## src/shared/angle_port_pkg.sv

```systemverilog
package angle_port_pkg;
  localparam int          POS_W          = 9;
  localparam int          POS_STEPS      = 512;
  localparam int          CLK_HZ         = 25000000;
  localparam int          MONOFLOP_NS    = 25000;
  localparam int          MONOFLOP_CYC   = (MONOFLOP_NS / 40);
  localparam int          FIFO_DEPTH     = 8;
  localparam int          SYNC_STAGES    = 2;
  localparam logic [8:0]  POS_RESET      = 9'h000;
  localparam logic [8:0]  POS_STEP       = 9'h001;

  typedef struct packed {
    logic       valid;
    logic [8:0] pos;
  } sample_s;
endpackage : angle_port_pkg

```

## src/rtl/angle_output_port.sv

```systemverilog
`timescale 1ns/1ps
module angle_output_port #(
  parameter int POS_W      = angle_port_pkg::POS_W,
  parameter int FIFO_DEPTH = angle_port_pkg::FIFO_DEPTH
) (
  // clock and reset
  input  wire logic             CLOCK,
  input  wire logic             RST_N,
  // angle samples from the sensing front end
  input  wire logic             ANGLE_VALID,
  output logic                  ANGLE_READY,
  input  wire logic [POS_W-1:0] ANGLE,
  // parallel port
  input  wire logic             HOLD,
  output logic      [POS_W-1:0] PAR_POS,
  // serial port
  input  wire logic             SER_CLK,
  output logic                  SER_DATA
);
  localparam int CW = $clog2(angle_port_pkg::MONOFLOP_CYC + 1);

  typedef struct packed {
    logic [1:0]       hold_s;
    logic [1:0]       sclk_s;
    logic             sclk_prev;
    logic [POS_W-1:0] live;
    logic [POS_W-1:0] par;
    logic [POS_W-1:0] shreg;
    logic             busy;
    logic [CW-1:0]    idle;
    logic             sdo;
  } port_s;

  port_s            s_q, s_d;
  logic             f_valid;
  logic [POS_W-1:0] f_data;
  logic             sclk_fall, sclk_rise;

  // buffering absorbs bursts from the front end; drains every cycle
  angle_fifo #(.W(POS_W), .DEPTH(FIFO_DEPTH)) u_fifo (
    .CLOCK     (CLOCK),
    .RST_N     (RST_N),
    .IN_VALID  (ANGLE_VALID),
    .IN_READY  (ANGLE_READY),
    .IN_DATA   (ANGLE),
    .OUT_VALID (f_valid),
    .OUT_READY (1'b1),
    .OUT_DATA  (f_data)
  );

  assign sclk_fall = s_q.sclk_prev && !s_q.sclk_s[1];
  assign sclk_rise = !s_q.sclk_prev && s_q.sclk_s[1];

  always_comb begin
    s_d           = s_q;
    s_d.hold_s    = {s_q.hold_s[0], HOLD};
    s_d.sclk_s    = {s_q.sclk_s[0], SER_CLK};
    s_d.sclk_prev = s_q.sclk_s[1];
    // front end already codes clockwise as increasing
    if (f_valid) s_d.live = f_data;
    if (!s_q.hold_s[1]) s_d.par = s_d.live;
    if (!s_q.busy) begin
      if (sclk_fall) begin
        // first falling edge latches the word; msb leads
        s_d.shreg = s_q.live;
        s_d.busy  = 1'b1;
        s_d.idle  = '0;
        s_d.sdo   = s_q.live[POS_W-1];
      end else begin
        s_d.sdo = 1'b1;
      end
    end else begin
      if (sclk_rise) begin
        s_d.shreg = {s_q.shreg[POS_W-2:0], 1'b0};
        s_d.sdo   = s_q.shreg[POS_W-2];
      end
      // clock idle counts toward frame end; any edge restarts it
      if (sclk_fall || sclk_rise) s_d.idle = '0;
      else if (s_q.idle == CW'(angle_port_pkg::MONOFLOP_CYC)) begin
        s_d.busy = 1'b0;
        s_d.sdo  = 1'b1;
      end else s_d.idle = s_q.idle + CW'(1);
    end
  end

  always_ff @(posedge CLOCK or negedge RST_N) begin
    if (!RST_N) begin
      s_q           <= '0;
      s_q.sclk_s    <= 2'b11;
      s_q.sclk_prev <= 1'b1;
      s_q.sdo       <= 1'b1;
    end else s_q <= s_d;
  end

  assign PAR_POS  = s_q.par;
  assign SER_DATA = s_q.sdo;
endmodule : angle_output_port

```

## src/rtl/angle_fifo.sv

```systemverilog
`timescale 1ns/1ps
module angle_fifo #(
  parameter int W     = 9,
  parameter int DEPTH = 8
) (
  // clock and reset
  input  wire logic         CLOCK,
  input  wire logic         RST_N,
  // fill side
  input  wire logic         IN_VALID,
  output logic              IN_READY,
  input  wire logic [W-1:0] IN_DATA,
  // drain side
  output logic              OUT_VALID,
  input  wire logic         OUT_READY,
  output logic      [W-1:0] OUT_DATA
);
  localparam int AW = $clog2(DEPTH);
  typedef struct packed {
    logic [AW-1:0] wr;
    logic [AW-1:0] rd;
    logic [AW:0]   cnt;
  } fifo_s;
  fifo_s         s_q, s_d;
  logic [W-1:0]  mem [DEPTH];
  logic          push, pop;

  assign IN_READY  = (s_q.cnt != (AW+1)'(DEPTH));
  assign OUT_VALID = (s_q.cnt != '0);
  assign OUT_DATA  = mem[s_q.rd];
  assign push      = IN_VALID && IN_READY;
  assign pop       = OUT_VALID && OUT_READY;

  always_comb begin
    s_d = s_q;
    if (push) s_d.wr = s_q.wr + AW'(1);
    if (pop) s_d.rd = s_q.rd + AW'(1);
    s_d.cnt = s_q.cnt + (AW+1)'(push) - (AW+1)'(pop);
  end

  always_ff @(posedge CLOCK or negedge RST_N) begin
    if (!RST_N) s_q <= '0;
    else s_q <= s_d;
  end

  // storage has no reset: contents are never read while empty
  always_ff @(posedge CLOCK) begin
    if (push) mem[s_q.wr] <= IN_DATA;
  end
endmodule : angle_fifo

```

## config.mk

```make
export PLATFORM = sky130hd
export DESIGN_NAME = angle_output_port
export DESIGN_NICKNAME = d
export VERILOG_FILES = /design/src/shared/angle_port_pkg.sv /design/src/rtl/angle_output_port.sv /design/src/rtl/angle_fifo.sv
export SDC_FILE = /design/constraint.sdc
export NUM_CORES = 1
export LEC_CHECK = 0
export ABC_AREA = 1
export BUFFER_PORTS_ARGS = -buffer_cell sky130_fd_sc_hd__buf_4
export CAP_MARGIN = 40
export CORE_UTILIZATION = 55
export DETAILED_ROUTE_END_ITERATION = 12
export PLACE_DENSITY = 0.72
export RECOVER_POWER = 50
export SYNTH_ARGS = -nofsm -noshare
export SYNTH_HDL_FRONTEND = slang
export SYNTH_HIERARCHICAL = 1
export SYNTH_SLANG_ARGS = --single-unit
```

## constraint.sdc

```tcl
create_clock -name CLOCK -period 4 [get_ports CLOCK]
set_input_delay 0.8 -clock CLOCK [delete_from_list [all_inputs] [get_ports CLOCK]]
set_output_delay 0.8 -clock CLOCK [all_outputs]
set_load 0.05 [all_outputs]
```

Word level (Yosys, flattened, before mapping)
Memories as Yosys holds them, arrays and structs flattened.
Index checks and enable logic that the tools add are counted.
{ "op_classes": {"add_sub_neg": 5, "n_mul": 0, "div": 0, "order_cmp": 0, "n_eq_ne": 4, "shift": 0, "muxes": 14, "bitwise": 0, "reduce_logical": 10} }
{ "ops": {"columns": ["operator", "n"], "rows": [
  ["10-bit 2-to-1 mux", 2],
  ["20-bit 2-to-1 mux", 1],
  ["19-bit 2-to-1 mux", 1],
  ["10-bit by 1-bit adder with 10-bit output, second input constant", 1],
  ["10-bit equality test, second input constant", 1],
  ["9-bit 2-to-1 mux", 1],
  ["1-bit 2-to-1 mux", 8],
  ["8-bit 2-to-1 mux", 1],
  ["3-bit by 1-bit adder with 3-bit output, second input constant", 2],
  ["4-bit by 1-bit adder with 4-bit output", 1],
  ["4-bit != test, second input constant", 1],
  ["2-bit AND reduction", 2],
  ["4-bit nonzero test", 1],
  ["4-bit by 1-bit subtractor with 4-bit output", 1],
  ["1-bit logical AND", 3],
  ["3-bit != test, second input constant", 1],
  ["1-bit zero test", 2],
  ["2-bit by 1-bit != test with 1-bit output, second input constant", 1],
  ["2-bit nonzero test", 1],
  ["1-bit logical OR", 1]
]} }
{ "word_totals": {"regBits": 53, "latch_bits": 0, "mem_bits_rw": 72, "mem_bits_ro": 0, "in_bits": 14, "out_inout_bits": 11, "wordCells": 46, "mem_count": 1} }
{ "memory_table": {"columns": ["memory", "depth", "width", "read_ports", "rd_clocked_by_memory_dff", "write_ports", "line", "text"], "rows": [
  ["u_fifo.mem", 8, 9, 1, 0, 1, "angle_fifo.sv:25", "logic [W-1:0] mem [DEPTH];"]
]} }

Depth between registers and ports, before layout
{ "logic_depth": {"ltp_word": 6, "ltp_mapped": 12, "mapped_depth_nobuf": 11} }

By module
The synthesis kept the hierarchy.
{ "by_module_without_submodules": {"columns": ["module", "instances", "cells_each", "area_each_um2", "seq_area_each_um2"], "rows": [
  ["angle_fifo", 1, 376, 3769.9, 2412.3],
  ["angle_output_port", 1, 218, 2015.7, 1081.0]
]} }

Worst setup path after synthesis
OpenSTA, ideal clock, no wires.
{ "synth_path": {"path_type": "register -> register", "start": "reg u_fifo/s_q[2] in the netlist's numbering", "end": "reg u_fifo/s_q[2] in the netlist's numbering", "setup_time_ns": 0.123, "arrival_ns": 2.128, "t_required_ns": 3.877, "setup_slack_ns": 1.749, "stages_incl_launch_ff": 11, "n_path_buf": 1, "cell_sequence": "dfrtp_1 inv_1 ha_1 nand3_2 nand2_1 buf_4 ha_1 inv_1 ha_1 fa_1 xor2_1"} }
{ "synth_rtl": {"columns": ["item", "line", "text"], "rows": [
  ["start, declared", "angle_fifo.sv:24", "fifo_s s_q, s_d;"],
  ["start signal, assigned", "angle_fifo.sv:42", "if (!RST_N) s_q <= '0;"],
  ["start signal, assigned", "angle_fifo.sv:43", "else s_q <= s_d;"]
]} }

==> flow_metrics.py <==
metrics = {
    "synthesis": {
        "ys_seq_area_share_pct": 60.4,
        "synth_top_area_cell": "edfxtp_1",
        "synthFlopType": "edfxtp_1",
        "synth_area_sq_um": 5790,
        "synth.area.top_cells": "edfxtp_1 (37%), dfrtp_1 (21%), nand2_1 (12%), inv_1 (6.7%), nand3_1 (4.2%)",
        "synth_edf_count": 72,
        "synth.top_cell.area_share_pct": 37.4,
        "ys_top_cells_by_count": "nand2_1 (191), inv_1 (103), edfxtp_1 (72)",
        "syn_inst": 594,
        "synth_cell_type_count": 35,
        "avgSynthCellArea_sq_um": 9.74,
        "synth_nets": 621,
        "yosysMostFrequentCell": "nand2_1",
        "ys_seq_elements": 125,
        "yosysWarnings": 6,
        "synthArstFlopShare_pct": 42.4,
    },
    "clock_network": {
        "path_clk_slew_ns": 0.05,
        "clockBufferDepth": 2,
        "cts_htree_levels": 4,
        "numCtsBuffers": 17,
        "cts.sinks": 125,
        "post_cts_buffers": 0,
        "cts-root-buf": "clkbuf_8",
        "cts_tree": "done",
        "cts_hold_buf": 0,
        "clkLatencyLatePin_ns": 0.50,
        "cts_resized": 0,
    },
    "sta": {
        "fin_worst_skew_ns": 0.00782,
        "rsz0062_at_grt": "false",
        "setup_viol": 0,
        "fmax_ghz": 0.395,
        "fin_crit_ns": 2.53,
        "max-slew-margin-rel_pct": 44.9,
        "fin_crit_sh_pct": 63.3,
        "hold_slack_ns": 0.327,
        "worst_slack_ns": 1.47,
        "worst_pin_slew_ns": 0.827,
        "slew_viol_final": 0,
        "final_hold_viol_count": 0,
        "fin_tns_setup_ns": 0,
    },
    "setup_path": {
        "r2r-start": "u_fifo/s_q[2]",
        "r2r_slack_ns": 1.47,
        "worst_ep_arrival_time_ns": 2.92,
        "reg2reg_to": "u_fifo/s_q[2]",
        "critPathSlowestCell": "fa_1",
        "crit_path_end_kind": "flip-flop",
        "required_ns": 4.39,
        "reg2reg_depth": 10,
        "cp_max_fo": 12,
        "cp-start-kind": "flip-flop",
        "cpPeakStageDelay_ns": 0.38,
        "path_cells": "inv_1, ha_1, nand3_1, nand2_1, inv_1, ha_1, inv_1, ha_1, fa_1, xor2_1",
        "critPathKind": "flip-flop to flip-flop",
    },
    "layout": {
        "drive_above_1_share_pct": 11.8,
        "diodes": 0,
        "area_growth_pct": 12.2,
        "final_cells": 771,
        "nets": 649,
    },
    "global_route": {
        "antenna_found_initial": 0,
        "grtUsageTotal_pct": 22.7,
        "grt_pass1_vias": 3890,
        "grt_max_degree": 54,
        "grt_pass1_wl_mm": 18.8,
        "gr-total-overflow": 0,
    },
    "place": {
        "pre_cts_slack_ns": 1.47,
        "hpwl_mm": 7.04,
        "io_buffers": 24,
        "place_congestion": 0.781,
        "dp.cells": 739,
    },
    "die": {
        "rows": 37,
        "fp.dieW_microns": 105,
        "die-height_microns": 105,
        "ios": 25,
        "die_area_sq_um": 10900,
        "start_util_pct": 56.3,
        "coreArea_sq_um": 10300,
    },
    "route": {
        "wl_per_cell_microns": 14.3,
        "dr.pass1.iters": 4,
        "num_vias": 3837,
        "routed_wirelength_mm": 11.0,
        "drcViolationCount": 0,
        "drtIter0Drc": 233,
        "vias_per_cell": 4.98,
        "drt.antenna.violating_nets": 0,
    },
    "worst_hold_path": {
        "min_path_type": "input pin to asynchronous set/reset pin",
    },
    "flow_run": {
        "cap_violations": 0,
    },
    "power": {
        "p_leak_nw": 3.10,
        "powerDensity_nw_per_um2": 722,
        "irDropWorstVdd_mv": 0.446,
    },
    "status": {
        "status": "complete, no violations",
    },
}
## stage by stage
step	total power, mW	area, sq um	util, %
after floorplan	3.06	5790	-
after global placement	3.35	6010	58.4
after detailed placement	3.42	6020	58.6
after CTS	4.73	6530	63.5
after global routing	5.00	6490	63.2
final	4.69	6490	63.2
## kinds of logic (layout without fill, tap and decap cells)
kind of cell / after synthesis / after routing / synth area share (%)
and+or+nand+nor: 274 / 274 / 20.2
buffers and inverters: 136 / 177 / 10.8
DFF: 125 / 125 / 60.4
AOI/OAI and AO/OA: 30 / 30 / 3.03
adders and majority gates: 13 / 13 / 2.94
xor gates and xnor gates: 8 / 8 / 1.21
muxes: 7 / 7 / 1.36
other: 1 / 1 / 0.0648
## cells in the final DEF (no fill, tap or decap), types with 2 or more instances in the layout
cell	n
a21oi_1	6
a22oi_1	3
buf_4	22
clkbuf_1	12
clkbuf_16	16
clkbuf_4	2
clkinv_1	7
clkinv_2	6
dfrtp_1	49
dfstp_2	3
edfxtp_1	72
ha_1	12
inv_1	103
inv_2	4
inv_6	2
mux2_2	7
nand2_1	191
nand2_2	2
nand3_1	49
nand4_1	7
nor2_1	9
nor2_2	4
nor3_1	8
o21ai_0	12
o21ai_1	2
o221ai_1	3
o22ai_1	3
xnor2_1	2
xor2_1	6
## worst max-delay path by stage
stage / from / to / cells after the start
floorplan: u_fifo/s_q[2] / u_fifo/s_q[2] / 10
detailed placement: u_fifo/s_q[2] / u_fifo/s_q[2] / 10
CTS: u_fifo/s_q[2] / u_fifo/s_q[2] / 10
global placement: u_fifo/s_q[2] / u_fifo/s_q[2] / 10
global route: u_fifo/s_q[2] / u_fifo/s_q[2] / 10
finish: u_fifo/s_q[2] / u_fifo/s_q[2] / 10
## flip-flops by register name, indices dropped and copies added, names as in the netlist
name and cells:
s_d 3, u_fifo/mem 72, SER_DATA 1, PAR_POS 9, s_q 30, u_fifo/s_q 10
## area by class of cell
class | instances | area, sq um
well taps | 136 | 170
clock buffers | 20 | 425
flip-flops and latches | 125 | 3490
fillers | 804 | 3780
inverters | 111 | 427
clock inverters | 12 | 78.8
repair buffers | 34 | 229
multi-input cells | 333 | 1670
## worst max-delay path, delay by kind of cell (launching register included)
family                   cells  cell delay (ns)
XOR/XNOR                     1             0.15
adder cells (fa/ha/maj)      4             1.03
buffers and inverters        3             0.25
flip-flops                   1             0.36
AND/OR/NAND/NOR              2             0.63
## power by group
group / switching (mW) / total, mW / internal, mW
sequential: 0.213 / 1.88 / 1.67
clock: 0.492 / 1.29 / 0.802
combinational: 0.996 / 1.51 / 0.517
## routing by layer
metal | wire length [microns] | part of all wire (%) | vias up | global-route usage [%]
li1 | - | - | 1927 | -
met1 | 4720 | 43 | 1819 | 28.6
met2 | 5560 | 51 | 81 | 37.5
met3 | 543 | 4.9 | 10 | 5.36
met4 | 180 | 1.6 | 0 | 10.0
met5 | 0 | 0 | - | 0
Power figures use the tool's default switching activity.
